--- config.mk ---
export PLATFORM = sky130hd
export DESIGN_NAME = idsl_top
export DESIGN_NICKNAME = d
export VERILOG_FILES = /design/src/idsl_top.v
export VERILOG_INCLUDE_DIRS = /design/src
export SDC_FILE = /design/constraint.sdc
export NUM_CORES = 1
export LEC_CHECK = 0
export ABC_AREA = 1
export BUFFER_PORTS_ARGS = -buffer_cell sky130_fd_sc_hd__buf_4
export CAP_MARGIN = 20
export CORE_MARGIN = 4
export CORE_UTILIZATION = 45
export CTS_BUF_LIST = sky130_fd_sc_hd__clkbuf_16
export DETAILED_ROUTE_END_ITERATION = 8
export PLACE_DENSITY_LB_ADDON = 0.05
export SKIP_LAST_GASP = 1
export SLEW_MARGIN = 20
export SYNTH_ARGS = -nofsm -noshare
export SYNTH_HDL_FRONTEND = slang
export SYNTH_SLANG_ARGS = --single-unit
export TNS_END_PERCENT = 30
--- constraint.sdc ---
create_clock -name clk_i -period 4.25 [get_ports clk_i]
set_input_delay 0.85 -clock clk_i [delete_from_list [all_inputs] [get_ports clk_i]]
set_output_delay 0.85 -clock clk_i [all_outputs]
set_load 0.1 [all_outputs]
--- src/idsl_defs.vh ---
`ifndef IDSL_DEFS_VH
`define IDSL_DEFS_VH
// Register offsets (byte addresses, one word each)
`define IDSL_ADR_CTRL 4'h0
`define IDSL_ADR_STAT 4'h4
`define IDSL_ADR_IDV 4'h8
`define IDSL_ADR_CHDIR 4'hc
// Control register fields
`define IDSL_CTRL_START 0
`define IDSL_CTRL_FWUPD 1
`define IDSL_CTRL_CRIT 2
`define IDSL_CTRL_CFGERR 3
`define IDSL_CTRL_APPERR 4
`define IDSL_CTRL_WDOG 5
`define IDSL_CTRL_RESET 32'h0000_0000
// Identification value reset (arbitrary neutral value)
`define IDSL_IDV_RESET 8'h00
`define IDSL_CODE_MIN 8'h01
`define IDSL_CODE_MAX 8'h9f
`define IDSL_TENS_MAX 4'hf
`define IDSL_UNITS_MAX 4'h9
// Application states
`define IDSL_ST_INIT 3'h1
`define IDSL_ST_PREOP 3'h2
`define IDSL_ST_BOOT 3'h3
`define IDSL_ST_SAFEOP 3'h4
`define IDSL_ST_OP 3'h5
// Timing
`define IDSL_CLK_HZ 10000000
`define IDSL_SLOW_HZ 5
`define IDSL_FAST_HZ 20
`define IDSL_FLASH_ON_MS 200
`define IDSL_FLASH_OFF_MS 1000
`define IDSL_PULSE_MS 200
`define IDSL_SLOW_HALF (`IDSL_CLK_HZ / `IDSL_SLOW_HZ)
`define IDSL_FAST_HALF (`IDSL_CLK_HZ / `IDSL_FAST_HZ)
`define IDSL_ON_CYC (`IDSL_CLK_HZ / 1000 * `IDSL_FLASH_ON_MS)
`define IDSL_OFF_CYC (`IDSL_CLK_HZ / 1000 * `IDSL_FLASH_OFF_MS)
`endif

--- src/idsl_top.v ---
// How it works
// - Rotary switch sampled only at startup
// - Code is tens times ten plus units
// - Valid code 01..159 becomes identification value
// - Invalid position keeps previous identification
// - Ready lamp steady red on invalid switch
// - Startup refuses connections until the start bit is set, whatever the ready lamp shows
// - Link lamp green when either port linked
// - Ready lamp flashes yellow during firmware update
// - Ready lamp alternates on supply/temperature fault
// - Ready lamp off when not ready, unless the switch is invalid or firmware update is set
// - Run lamp: off, 2.5 Hz, steady by state
// - Safe-operational: 200 ms on, 1000 ms off
// - Bootstrap state: run lamp flashes 10 Hz
// - Error lamp red on critical error, off when no error bit is set
// - Error lamp 2.5 Hz on configuration error
// - Single pulse application, double pulse watchdog
// - Sensor lamp green present, red overload
// - Actuator lamp green when voltage present
// - Channel lamp yellow set, red output fault
// - Channel lamps numbered byte then bit
`timescale 1ns/100ps
`include "idsl_defs.vh"
module idsl_top
#(
   parameter SLOW_HALF = `IDSL_SLOW_HALF,
   parameter FAST_HALF = `IDSL_FAST_HALF,
   parameter ON_CYC = `IDSL_ON_CYC,
   parameter OFF_CYC = `IDSL_OFF_CYC
)
(
   input wire clk_i,
   input wire rst_i,
   input wire [3:0] wb_adr_i,
   input wire [31:0] wb_dat_i,
   input wire wb_we_i,
   input wire [3:0] wb_sel_i,
   input wire wb_cyc_i,
   input wire wb_stb_i,
   output reg [31:0] wb_dat_o,
   output reg wb_ack_o,
   input wire [3:0] tens_digit_switch_i,
   input wire [3:0] units_digit_switch_i,
   input wire upstream_network_port_link_i,
   input wire downstream_network_port_link_i,
   input wire [2:0] app_state_i,
   input wire sensor_supply_ok_i,
   input wire sensor_supply_volt_fault_i,
   input wire sensor_supply_overload_i,
   input wire temp_critical_i,
   input wire actuator_supply_ok_i,
   input wire [15:0] chan_state_i,
   input wire [15:0] chan_fault_i,
   output reg conn_enable_o,
   output reg link_lamp_green_o,
   output reg ready_lamp_green_o,
   output reg ready_lamp_yellow_o,
   output reg ready_lamp_red_o,
   output reg run_lamp_green_o,
   output reg err_lamp_red_o,
   output reg sensor_supply_lamp_green_o,
   output reg sensor_supply_lamp_red_o,
   output reg actuator_supply_lamp_green_o,
   output reg [15:0] chan_lamp_yellow_o,
   output reg [15:0] chan_lamp_red_o
);

////////////////////////////////////////////////////////////////////////////////
// Switch decoding

function [7:0] code_of;
   input [3:0] tens;
   input [3:0] units;
   begin
      code_of = {4'h0, tens} * 8'h0a + {4'h0, units};
   end
endfunction

function code_ok;
   input [3:0] tens;
   input [3:0] units;
   reg [7:0] c;
   begin
      c = code_of(tens, units);
      code_ok = (tens <= `IDSL_TENS_MAX) && (units <= `IDSL_UNITS_MAX) &&
                (c >= `IDSL_CODE_MIN) && (c <= `IDSL_CODE_MAX);
   end
endfunction

////////////////////////////////////////////////////////////////////////////////
// Registers

reg [5:0] ctrl_q;
reg [15:0] chdir_q;
reg [7:0] idv_q;
reg sw_bad_q;
reg sampled_q;
reg ready_q;
reg [23:0] slow_cnt_q;
reg slow_ph_q;
reg [23:0] fast_cnt_q;
reg fast_ph_q;
reg [23:0] sf_cnt_q;
reg sf_on_q;
reg [23:0] pul_cnt_q;
reg [2:0] pul_ph_q;

wire wb_req = wb_cyc_i && wb_stb_i && !wb_ack_o;
wire started = ctrl_q[`IDSL_CTRL_START];

// Identification sampled once after each reset, kept across reset if invalid
always @(posedge clk_i)
begin
   if (rst_i)
   begin
      sampled_q <= 1'b0;
      sw_bad_q <= 1'b0;
   end
   else if (!sampled_q)
   begin
      sampled_q <= 1'b1;
      if (code_ok(tens_digit_switch_i, units_digit_switch_i))
      begin
         idv_q <= code_of(tens_digit_switch_i, units_digit_switch_i);
         sw_bad_q <= 1'b0;
      end
      else
      begin
         sw_bad_q <= 1'b1;
      end
   end
end

// Identification register is not reset so it survives a restart
initial idv_q = `IDSL_IDV_RESET;

// Bus slave
always @(posedge clk_i)
begin
   if (rst_i)
   begin
      ctrl_q <= 6'h00;
      chdir_q <= 16'h0000;
      wb_ack_o <= 1'b0;
      wb_dat_o <= 32'h0000_0000;
   end
   else
   begin
      wb_ack_o <= wb_req;
      if (wb_req && wb_we_i)
      begin
         if (wb_adr_i == `IDSL_ADR_CTRL && wb_sel_i[0])
            ctrl_q <= wb_dat_i[5:0];
         if (wb_adr_i == `IDSL_ADR_CHDIR)
         begin
            if (wb_sel_i[0])
               chdir_q[7:0] <= wb_dat_i[7:0];
            if (wb_sel_i[1])
               chdir_q[15:8] <= wb_dat_i[15:8];
         end
      end
      if (wb_req && !wb_we_i)
      begin
         case (wb_adr_i)
            `IDSL_ADR_CTRL: wb_dat_o <= {26'h0, ctrl_q};
            `IDSL_ADR_STAT: wb_dat_o <= {28'h0, ready_q, sw_bad_q, sampled_q,
                                         link_lamp_green_o};
            `IDSL_ADR_IDV: wb_dat_o <= {24'h0, idv_q};
            `IDSL_ADR_CHDIR: wb_dat_o <= {16'h0, chdir_q};
            default: wb_dat_o <= 32'h0000_0000;
         endcase
      end
   end
end

////////////////////////////////////////////////////////////////////////////////
// Blink generators

// Slow cadence: phase toggles every SLOW_HALF cycles
always @(posedge clk_i)
begin
   if (rst_i)
   begin
      slow_cnt_q <= 24'h0;
      slow_ph_q <= 1'b0;
   end
   else if (slow_cnt_q == SLOW_HALF[23:0] - 24'h1)
   begin
      slow_cnt_q <= 24'h0;
      slow_ph_q <= !slow_ph_q;
   end
   else
   begin
      slow_cnt_q <= slow_cnt_q + 24'h1;
   end
end

// Fast cadence: phase toggles every FAST_HALF cycles
always @(posedge clk_i)
begin
   if (rst_i)
   begin
      fast_cnt_q <= 24'h0;
      fast_ph_q <= 1'b0;
   end
   else if (fast_cnt_q == FAST_HALF[23:0] - 24'h1)
   begin
      fast_cnt_q <= 24'h0;
      fast_ph_q <= !fast_ph_q;
   end
   else
   begin
      fast_cnt_q <= fast_cnt_q + 24'h1;
   end
end

// Single flash: ON_CYC lit, then OFF_CYC dark
always @(posedge clk_i)
begin
   if (rst_i)
   begin
      sf_cnt_q <= 24'h0;
      sf_on_q <= 1'b1;
   end
   else if (sf_on_q ? (sf_cnt_q == ON_CYC[23:0] - 24'h1)
                    : (sf_cnt_q == OFF_CYC[23:0] - 24'h1))
   begin
      sf_cnt_q <= 24'h0;
      sf_on_q <= !sf_on_q;
   end
   else
   begin
      sf_cnt_q <= sf_cnt_q + 24'h1;
   end
end

// Pulse frame: eight slots of ON_CYC, pulses sit in slots 0 and 2
always @(posedge clk_i)
begin
   if (rst_i)
   begin
      pul_cnt_q <= 24'h0;
      pul_ph_q <= 3'h0;
   end
   else if (pul_cnt_q == ON_CYC[23:0] - 24'h1)
   begin
      pul_cnt_q <= 24'h0;
      pul_ph_q <= pul_ph_q + 3'h1;
   end
   else
   begin
      pul_cnt_q <= pul_cnt_q + 24'h1;
   end
end

////////////////////////////////////////////////////////////////////////////////
// Lamp next values

wire supply_fault = sensor_supply_volt_fault_i || temp_critical_i ||
                    sensor_supply_overload_i;
wire [15:0] chan_short = chdir_q & chan_fault_i;

reg ready_d;
reg conn_enable_d;
reg link_lamp_green_d;
reg ready_lamp_green_d;
reg ready_lamp_yellow_d;
reg ready_lamp_red_d;
reg run_lamp_green_d;
reg err_lamp_red_d;
reg sensor_supply_lamp_green_d;
reg sensor_supply_lamp_red_d;
reg actuator_supply_lamp_green_d;
reg [15:0] chan_lamp_yellow_d;
reg [15:0] chan_lamp_red_d;

// Ready lamp: one colour at a time, by fixed priority
always @*
begin
   ready_lamp_green_d = 1'b0;
   ready_lamp_yellow_d = 1'b0;
   ready_lamp_red_d = 1'b0;
   if (sampled_q && sw_bad_q)
   begin
      ready_lamp_red_d = 1'b1;
   end
   else if (ctrl_q[`IDSL_CTRL_FWUPD])
   begin
      ready_lamp_yellow_d = slow_ph_q;
   end
   else if (ready_q && supply_fault)
   begin
      ready_lamp_green_d = slow_ph_q;
      ready_lamp_yellow_d = !slow_ph_q;
   end
   else if (ready_q)
   begin
      ready_lamp_green_d = 1'b1;
   end
end

// Run lamp follows the slave state
always @*
begin
   case (app_state_i)
      `IDSL_ST_PREOP: run_lamp_green_d = slow_ph_q;
      `IDSL_ST_SAFEOP: run_lamp_green_d = sf_on_q;
      `IDSL_ST_OP: run_lamp_green_d = 1'b1;
      `IDSL_ST_BOOT: run_lamp_green_d = fast_ph_q;
      default: run_lamp_green_d = 1'b0;
   endcase
end

// Error lamp: critical, then configuration, then watchdog, then application
always @*
begin
   if (ctrl_q[`IDSL_CTRL_CRIT])
   begin
      err_lamp_red_d = 1'b1;
   end
   else if (ctrl_q[`IDSL_CTRL_CFGERR])
   begin
      err_lamp_red_d = slow_ph_q;
   end
   else if (ctrl_q[`IDSL_CTRL_WDOG])
   begin
      err_lamp_red_d = (pul_ph_q == 3'h0) || (pul_ph_q == 3'h2);
   end
   else if (ctrl_q[`IDSL_CTRL_APPERR])
   begin
      err_lamp_red_d = (pul_ph_q == 3'h0);
   end
   else
   begin
      err_lamp_red_d = 1'b0;
   end
end

// Start, link, supply and channel lamps
always @*
begin
   ready_d = started && sampled_q;
   conn_enable_d = ready_q;
   link_lamp_green_d = upstream_network_port_link_i ||
                       downstream_network_port_link_i;
   sensor_supply_lamp_red_d = sensor_supply_overload_i;
   sensor_supply_lamp_green_d = sensor_supply_ok_i && !sensor_supply_overload_i;
   actuator_supply_lamp_green_d = actuator_supply_ok_i;
   chan_lamp_red_d = chan_short;
   chan_lamp_yellow_d = chan_state_i & ~chan_short;
end

// Output and status flip-flops
always @(posedge clk_i)
begin
   if (rst_i)
   begin
      ready_q <= 1'b0;
      conn_enable_o <= 1'b0;
      link_lamp_green_o <= 1'b0;
      ready_lamp_green_o <= 1'b0;
      ready_lamp_yellow_o <= 1'b0;
      ready_lamp_red_o <= 1'b0;
      run_lamp_green_o <= 1'b0;
      err_lamp_red_o <= 1'b0;
      sensor_supply_lamp_green_o <= 1'b0;
      sensor_supply_lamp_red_o <= 1'b0;
      actuator_supply_lamp_green_o <= 1'b0;
      chan_lamp_yellow_o <= 16'h0000;
      chan_lamp_red_o <= 16'h0000;
   end
   else
   begin
      ready_q <= ready_d;
      conn_enable_o <= conn_enable_d;
      link_lamp_green_o <= link_lamp_green_d;
      ready_lamp_green_o <= ready_lamp_green_d;
      ready_lamp_yellow_o <= ready_lamp_yellow_d;
      ready_lamp_red_o <= ready_lamp_red_d;
      run_lamp_green_o <= run_lamp_green_d;
      err_lamp_red_o <= err_lamp_red_d;
      sensor_supply_lamp_green_o <= sensor_supply_lamp_green_d;
      sensor_supply_lamp_red_o <= sensor_supply_lamp_red_d;
      actuator_supply_lamp_green_o <= actuator_supply_lamp_green_d;
      chan_lamp_yellow_o <= chan_lamp_yellow_d;
      chan_lamp_red_o <= chan_lamp_red_d;
   end
end

endmodule // idsl_top

# After elaboration in Yosys (flattened, before gate mapping)
# Cells that the tools add are included.
# W data, S select, Z words.
# totals
inputBits,95
ff_bits,210
output_inout_bits,75
# op_classes
eq_ne,13
add_sub_neg,6
multipliers,1
n_mux,14
bitwise_logic,5
magnitude_cmp,4
n_reduce_logical,34
# op_table
op,count
$add A24 B1 Y24 const B,4
$eq A24 B21 Y1 const B,3
$pmux W16 S4,1
$and A16 B16 Y16,2
$eq A24 B19 Y1 const B,1
$eq A24 B24 Y1 const B,1
$not A16 Y16,1
$logic_and A1 B1 Y1,12
$mux W1,12
$reduce_or A2 Y1,5
$eq A3 B2 Y1 const B,3
$reduce_and A3 Y1,3
$add A8 B4 Y8,1
$eq A4 B4 Y1 const B,2
$ge A8 B1 Y1 const B,1
$le A4 B4 Y1 const B,2
$le A8 B8 Y1 const B,1
$mul A4 B3 Y7 const B,1
$eq A3 B3 Y1 const B,2
$logic_not A1 Y1,6
$eq A4 B3 Y1 const B,1
$logic_not A4 Y1,1
$logic_or A1 B1 Y1,4
$pmux W1 S4,1
5 further kinds,6

# Logic depth before layout (Yosys ltp)
# Gate-level depths: netlist (run 1).
# logic_depth
ltp_word,6
depth_mapped,14
depth_no_buf,14

# Least setup slack after synthesis (run 1)
# Ideal clock, no wire load.
# synth_path
kind,input -> register
startpoint,in tens_digit_switch_i[1]
endpoint,reg idv_q[0] (enable)
setup_ps,370
stages,13
path_slack_ps,1062
t_arrival_ps,2817
cell_sequence,ha_1 ha_1 fa_1 nand2_1 nor2_1 nand2_1 nand2_1 nand2_1 nand3_1 inv_1 nand2_1 nand3_1 nor2_1
# synth_via
elab_chain_len,6
word_cells_on_any_way,9
# synth_rtl
item,line_no,text
"start, declared",idsl_top.v:42,"input wire [3:0] tens_digit_switch_i,"
$mul A4 B3 Y7,idsl_top.v:75,"code_of = {4'h0, tens} * 8'h0a + {4'h0, units};"
$add A8 B4 Y8,idsl_top.v:75,
$ge A8 B1 Y1 (no source line),--,
$logic_and A1 B1 Y1,idsl_top.v:85,code_ok = (tens <= `IDSL_TENS_MAX) && (units <= `IDSL_UNITS_MAX) &&
$logic_and A1 B1 Y1 (*),idsl_top.v:85,
$reduce_and A3 Y1 (no source line) (*),--,
"end signal, assigned",idsl_top.v:124,"idv_q <= code_of(tens_digit_switch_i, units_digit_switch_i);"
"end, declared",idsl_top.v:95,reg [7:0] idv_q;
# Every way passes the cells marked *; elsewhere a longest branch is shown, timed or not.
# A chain may end at the register's enable or synchronous reset.

# Worst setup path in the final report (run 1)
# layout_path
startpoint,in tens_digit_switch_i[1]
endpoint,reg idv_q[4] (enable)
# The elaborated chain is that of the path after synthesis.

==> results of run 1 <==
cell families (layout without fill, tap and decap cells):
kind of cell,after synthesis,count (layout)
xor gates and xnor gates,31,31
adders and majority gates,16,16
and+or+nand+nor,685,685
DFF,194,194
buffers and inverters,172,304
AOI/OAI and AO/OA,124,124
other,1,16
area by class of cell:
cell class	instances	area [um2]	area share
Sequential cell	194	3960	0.368
Clock buffer	17	425	0.0395
Inverter	136	513	0.0476
Multi-Input combinational cell	872	4340	0.403
Clock inverter	15	173	0.0160
Tap cell	265	332	0.0308
Timing Repair Buffer	136	1020	0.0948
per-layer routing:
metal | global-route usage | part of all wire
met4 | 0.0384 | 0.0042
met1 | 0.290 | 0.51
met5 | 0 | 0
met3 | 0.0366 | 0.054
met2 | 0.296 | 0.43
worst max-delay path, cell delays in order:
cell	delay, ns
buf_4	0.13
ha_1	0.29
ha_1	0.22
fa_1	0.57
nand2_1	0.09
nor2_1	0.09
nand2_1	0.07
nand2_1	0.06
nand2_1	0.06
nand3_1	0.08
inv_1	0.04
nand2_1	0.05
nand3_1	0.10
nor2_1	0.49
cells in the final DEF (no fill, tap or decap), types with 17 or more instances in the layout:
cell         n
nor3_1      40
a21oi_1     74
inv_1      128
clkbuf_16   17
o21ai_0     34
nor2_1     199
dfxtp_1    186
nand3_1     63
nand4_1     37
nand2_1    279
buf_4      136
xor2_1      19
cells in the mapped netlist, types with 3 or more instances:
master	n
nor2_2	4
o22ai_1	3
edfxtp_1	8
xnor2_1	12
clkbuf_1	9
nor2_1	199
nand3_1	63
nand3b_1	8
o21ai_0	34
a21oi_1	74
nand2_2	5
nand3_4	3
buf_6	8
nand4_1	37
or2_2	11
xor2_1	19
ha_1	14
nor4_1	4
o31ai_1	5
nor2_4	7
inv_2	6
buf_2	3
nor3b_1	6
nor3_1	40
nand2_1	279
dfxtp_1	186
inv_1	128
buf_4	16
nor3_2	4
or2_0	3
registers in the layout, indices dropped and copies added (netlist names), 6 cells and up:
register,count
chdir_q,16
pul_cnt_q,24
chan_lamp_red_o,16
slow_cnt_q,24
chan_lamp_yellow_o,16
wb_dat_o,16
fast_cnt_q,24
ctrl_q,6
sf_cnt_q,24
idv_q,8
final timing paths:
check | end | slack [ns] | cells after the start
hold reg to reg | fast_cnt_q[21]$_SDFF_PP0_ | 0.46 | 2
hold / removal | fast_cnt_q[21]$_SDFF_PP0_ | 0.46 | 2
setup / recovery | idv_q[4]$_DFFE_PP_ | 1.11 | 14
setup reg to reg | sf_cnt_q[7]$_SDFF_PP0_ | 2.18 | 8
through the flow:
stage	setup slack (ns)	utilization
3_3_place_gp	0.687	0.519
6_report	1.11	0.550
2_1_floorplan	1.06	-
3_5_place_dp	0.652	0.519
5_1_grt	0.887	0.550
4_1_cts	1.11	0.550
power by group through the flow:
stage	Sequential [mW]	Combinational [mW]	Clock [mW]
floorplan	2.00	0.192	0
global placement	1.92	0.367	0
detailed placement	1.92	0.369	0
CTS	1.88	0.370	1.68
global route	1.88	0.397	1.76
finish	1.88	0.367	1.64
==> key figures, run 1 <==
Outcome
  – Outcome: finished clean

Drt
  – DRC: 0
  – Wire length per cell: 13.2 um
  – Routed Antenna Nets: 0
  – Vias: 7906
  – Routed WL: 21600 um
  – DR vias/cell: 4.84
  – Iter 0 DRT Violations: 452
  – First-pass DRT Iterations: 7

Placement
  – Port bufs: 135
  – DP HPWL: 16500 um
  – Dpl cells: 1603
  – Placed inst area: 10200 um2
  – RD Place Congestion: 0.869

Synth
  – Post-synthesis mux area share: 0
  – Mapped Cells: 1223
  – Ys Warns: 0
  – #FFs+latches synth: 194
  – Top-area cell type share of the netlist area: 0.413
  – Post-synth top area cell: dfxtp_1
  – Cell variety after synth: 48
  – Synth Cell Area: 9020 um2
  – Synth Area in Compound Gates: 0.0728
  – Synth area leaders: dfxtp_1 41%, nand2_1 12%, nor2_1 8.3%
  – Post-Syn Area per Cell: 7.38 um2
  – Post-synth EDFFs: 8
  – Xor and xnor area share after synthesis: 0.0301
  – Post-Synth Simple-Gate Area: 0.348
  – Seq/Total Area, Yosys: 0.439
  – Top_reg_cell synth: dfxtp_1
  – Largest family of logic cells by synthesized area: simple AND/OR/NAND/NOR gates
  – Post-synthesis async set-or-reset flop share: 0
  – Adder-Cell Fraction of Synth Area: 0.0239

Timing
  – Clock Skew: 0.0145 ns
  – RSZ-0062 raised after global routing: false
  – Worst-Margin Slew: 0.683 ns
  – Rel. slew slack: 0.545
  – Setup TNS: 0 ns
  – Time the worst path needs with I/O delays and setup: 3.14 ns
  – Final number of max-transition violations: 0
  – Fmax: 319 MHz
  – Tcrit/Tclk final: 0.738
  – Final setup violation count: 0
  – Endpoints failing hold: 0
  – Min Hold Slack: 0.465 ns

Power
  – Switching Fraction: 0.266
  – Pwr Total: 3.88 mW
  – Comb power frac: 0.095
  – Static Leakage: 4.27 nW
  – Clock share of power: 0.422
  – Pint: 2.85 mW
  – Sequential power share: 0.484
  – Max VDD drop: 249 uV
  – PD cells: 360 nW/um2
  – Net Switching: 1.03 mW

Critical path
  – CP required: 4.31 ns
  – Worst-path maximum fanout: 8
  – CP Launch Type: primary input
  – Crit path launch: tens_digit_switch_i[1]
  – Crit path capture type: flop
  – Critical R2R Launch: sf_cnt_q[0]$_SDFF_PP0_
  – Crit Path Class: primary input to flop
  – Worst EP arrival: 3.20 ns

Cells and area
  – Share of layout cells above drive strength 1: 0.159
  – Design area: 10800 um2
  – Filler cell count: 1910
  – # diodes: 0
  – Non-filler cells, final: 1635
  – Area growth from synthesis to layout: 19.4%
  – Nets: 1468

Clock network
  – H-tree lvl count: 4
  – CTS Buf Count: 17
  – Root buf cell: clkbuf_16
  – Post CTS Setup Buffer Count: 0
  – CTS Buffer Depth: 2
  – Hold bufs inserted after CTS: 0
  – Clock Sinks: 194
  – Clock latency on the worst-skew pair: 0.43 ns
  – CTS resizes: 0
  – Clock transition at path regs: 0.08 ns
  – CTS tree: built

GRT
  – First-pass GRT wire length: 35400 um
  – Tot GR Track Use: 0.195
  – Vias in the first global route: 7125
  – Grt ovf: 0
  – Antenna violations before repair: 0
  – Pin count of the biggest net entering global routing: 64

Floorplanning
  – Top Ports: 170
  – Core Region: 19600 um2
  – Die area: 22400 um2
  – Initial core utilization: 0.460
  – Row count: 51
  – Chip width: 150 um
  – Die Span Y: 150 um

Worst hold path
  – Hold WC Path Type: flop to flop
  – Hold path startpoint: fast_cnt_q[21]$_SDFF_PP0_

Run
  – Total of max-cap violations: 0
Power figures use the tool's default switching activity.
==> inputs of run 2 (changes only) <==
- ABC_AREA: 1 -> 0
- clock period: 4.25 -> 2.9 ns (I/O delays scaled with it)
==> run 2 against run 1 <==
Highest routed layer unchanged. Total power is 47% higher. First-iteration DRC count is 37% lower. Non-clock buffer count is 23 higher. Sequential share of layout area is 2.7 points higher. Via count is 21% lower. Routed wire length is 14% lower. Cell area is 6.9% lower. Clock skew is 0.0025 ns lower.
==> key figures, run 2 <==
Outcome
  – Outcome: finished clean

Timing
  – Final number of max-transition violations: 0
  – Worst-Margin Slew: 0.747 ns
  – Endpoints failing hold: 0
  – Time the worst path needs with I/O delays and setup: 2.77 ns
  – Fmax: 361 MHz
  – Clock Skew: 0.0121 ns
  – Final setup violation count: 0
  – Tcrit/Tclk final: 0.955
  – Fin worst setup slack: 0.131 ns
  – Rel. slew slack: 0.498
  – RSZ-0062 raised after global routing: false

Cells and area
  – Commonest non-fill, non-tap cell in the layout: dfxtp_1
  – Most frequent cells in the layout: 186 x dfxtp_1, 174 x nor2_1, 158 x buf_4, 57 x nand2_1, 48 x xor2_1
  – Non-filler cells, final: 1246
  – Area growth from synthesis to layout: 23.7%
  – Nets: 1119
  – # diodes: 0
  – Share of layout cells above drive strength 1: 0.213

Critical path
  – Crit path launch: tens_digit_switch_i[1]
  – Crit-path cells: buf_4, ha_4, ha_4, fa_2, nand2_2, o211ai_1, or3b_4, a21o_1, nor3_4, buf_12
  – CP Capture Point: idv_q[1]$_DFFE_PP_
  – Worst-path maximum fanout: 8
  – Crit path capture type: flop
  – FF-to-FF End: pul_cnt_q[16]$_SDFF_PP0_
  – Flop2flop setup slack: 0.81 ns
  – CP Launch Type: primary input
  – Most common cell on crit path: ha_4
  – Worst EP arrival: 2.92 ns
  – Crit Path Class: primary input to flop
  – Critical R2R Launch: pul_cnt_q[0]$_SDFF_PP0_
  – Peak per-stage delay on the critical path: 0.59 ns
  – Worst-case reg-to-reg path depth: 7
  – CP required: 3.05 ns
  – Slowest stage cell, crit path: fa_2

Synth
  – Cell variety after synth: 59
  – Synth area leaders: dfxtp_1 46%, nor2_1 8.1%, xor2_1 5.2%
  – Post-Synth Simple-Gate Area: 0.253
  – Adder-Cell Fraction of Synth Area: 0.0266
  – Post-synthesis mux area share: 0.0460
  – Post-synth EDFFs: 8
  – Top_reg_cell synth: dfxtp_1
  – Largest family of logic cells by synthesized area: simple AND/OR/NAND/NOR gates
  – Synth Cell Area: 8100 um2
  – #FFs+latches synth: 194
  – Ys Warns: 0
  – Count leader, synth: dfxtp_1
  – Post-Syn Area per Cell: 9.41 um2
  – Post-synth top cells: 186 x dfxtp_1, 174 x nor2_1, 58 x nand2_1
  – Mapped Cells: 861
  – Post-synth top area cell: dfxtp_1
  – Xor and xnor area share after synthesis: 0.0984
  – Post-synthesis async set-or-reset flop share: 0
  – Top-area cell type share of the netlist area: 0.460
  – Synth Area in Compound Gates: 0.0469
  – Seq/Total Area, Yosys: 0.489

Floorplanning
  – Chip width: 142 um
  – Top Ports: 170
  – Core Region: 17500 um2
  – Die area: 20200 um2
  – Row count: 48
  – Die Span Y: 142 um
  – Initial core utilization: 0.464

Drt
  – DR vias/cell: 5.04
  – Vias: 6284
  – DRC: 0
  – First-pass DRT Iterations: 4
  – Iter 0 DRT Violations: 283
  – Routed WL: 18700 um
  – Wire length per cell: 15.0 um
  – Routed Antenna Nets: 0

Clock network
  – Root buf cell: clkbuf_16
  – Clock latency on the worst-skew pair: 0.43 ns
  – H-tree lvl count: 4
  – CTS tree: built
  – Clock Sinks: 194
  – Hold bufs inserted after CTS: 0
  – CTS Buf Count: 17
  – CTS Buffer Depth: 2
  – Clock transition at path regs: 0.07 ns

Worst hold path
  – Hold WC Path Type: primary input to flop

Power
  – Static Leakage: 4.07 nW
  – Max VDD drop: 435 uV
  – PD cells: 570 nW/um2

GRT
  – Pin count of the biggest net entering global routing: 29
  – First-pass GRT wire length: 30300 um
  – Grt ovf: 0
  – Antenna violations before repair: 0
  – Tot GR Track Use: 0.187
  – Vias in the first global route: 5893

Placement
  – Pre-CTS setup slack: -0.300 ns
  – Dpl cells: 1214
  – DP HPWL: 13800 um
  – Port bufs: 135
  – RD Place Congestion: 0.806

Run
  – Total of max-cap violations: 0
-- run 2: cell count changes after synthesis, moves of 27 or more --
cell,previous run,this run
xnor2_1,12,43
inv_1,128,11
nand2_1,279,58
a21oi_1,74,16
and3_1,1,28
xor2_1,19,48
-- run 2: metrics by stage --
| step | setup TNS [ns] | area, um2 | power (mW) | hold WS, ns | util |
|---|---|---|---|---|---|
| floorplan | -1.32 | 8200 | 3.22 | 0.413 | - |
| CTS | 0 | 10000 | 5.77 | 0.324 | 0.573 |
| global placement | -2.30 | 9420 | 3.39 | 0.429 | 0.539 |
| finish | 0 | 10000 | 5.71 | 0.340 | 0.573 |
| detailed placement | -2.48 | 9420 | 3.39 | 0.431 | 0.539 |
| global route | 0 | 10000 | 5.92 | 0.325 | 0.573 |
-- run 2: report_power, final --
group	internal (mW)	total, mW	switching, mW
clock network	1.30	2.38	1.08
registers	2.73	2.75	0.0266
logic	0.192	0.577	0.385
total	4.21	5.71	1.49
-- run 2: final cells by class --
type                       count  area, um2
fill                        1614       7450
clock buffer                  17        425
inverter                      11       41.3
clock inverter                15        173
timing repair buffer         159       1210
tap                          225        282
multi-input combinational    625       3930
sequential                   194       3960
-- run 2: how the worst min path moves through the flow --
stage	from	end	slack, ns	cells after the start
6_report	units_digit_switch_i[0]	idv_q[0]$_DFFE_PP_	0.34	1
5_1_grt	sensor_supply_overload_i	sensor_supply_lamp_green_o$_SDFF_PP0_	0.33	2
4_1_cts	units_digit_switch_i[0]	idv_q[0]$_DFFE_PP_	0.32	1
3_5_place_dp	slow_cnt_q[0]$_SDFF_PP0_	slow_cnt_q[0]$_SDFF_PP0_	0.43	1
3_3_place_gp	slow_cnt_q[0]$_SDFF_PP0_	slow_cnt_q[0]$_SDFF_PP0_	0.43	1
2_1_floorplan	slow_cnt_q[0]$_SDFF_PP0_	slow_cnt_q[0]$_SDFF_PP0_	0.41	1
-- run 2: cell families after synthesis --
group,Yosys count
XOR/XNOR,91
AND/OR/NAND/NOR,416
adder cells (fa/ha/maj),16
multiplexers,32
AO/OA/AOI/OAI,54
buffers and inverters,57
other,1
flip-flops,194
-- run 2: worst max-delay path, delay by kind of cell --
kind,cells,cell delay [ns]
buf+inv,2,0.27
fa+ha+maj,3,0.99
simple gates,3,0.71
compound gates,2,0.37
-- run 2: per-layer routing --
layer	vias to the layer above	global-route usage	part of all wire
met1	2935	0.250	0.46
met4	0	0.0495	0.013
met5	-	0	0
met3	21	0.0440	0.038
li1	3233	-	-
met2	95	0.308	0.49
-- run 2: timing repair --
item,CTS,global route
setup buffers,0,0
setup endpoints to repair,0,8
gates resized for setup,0,1
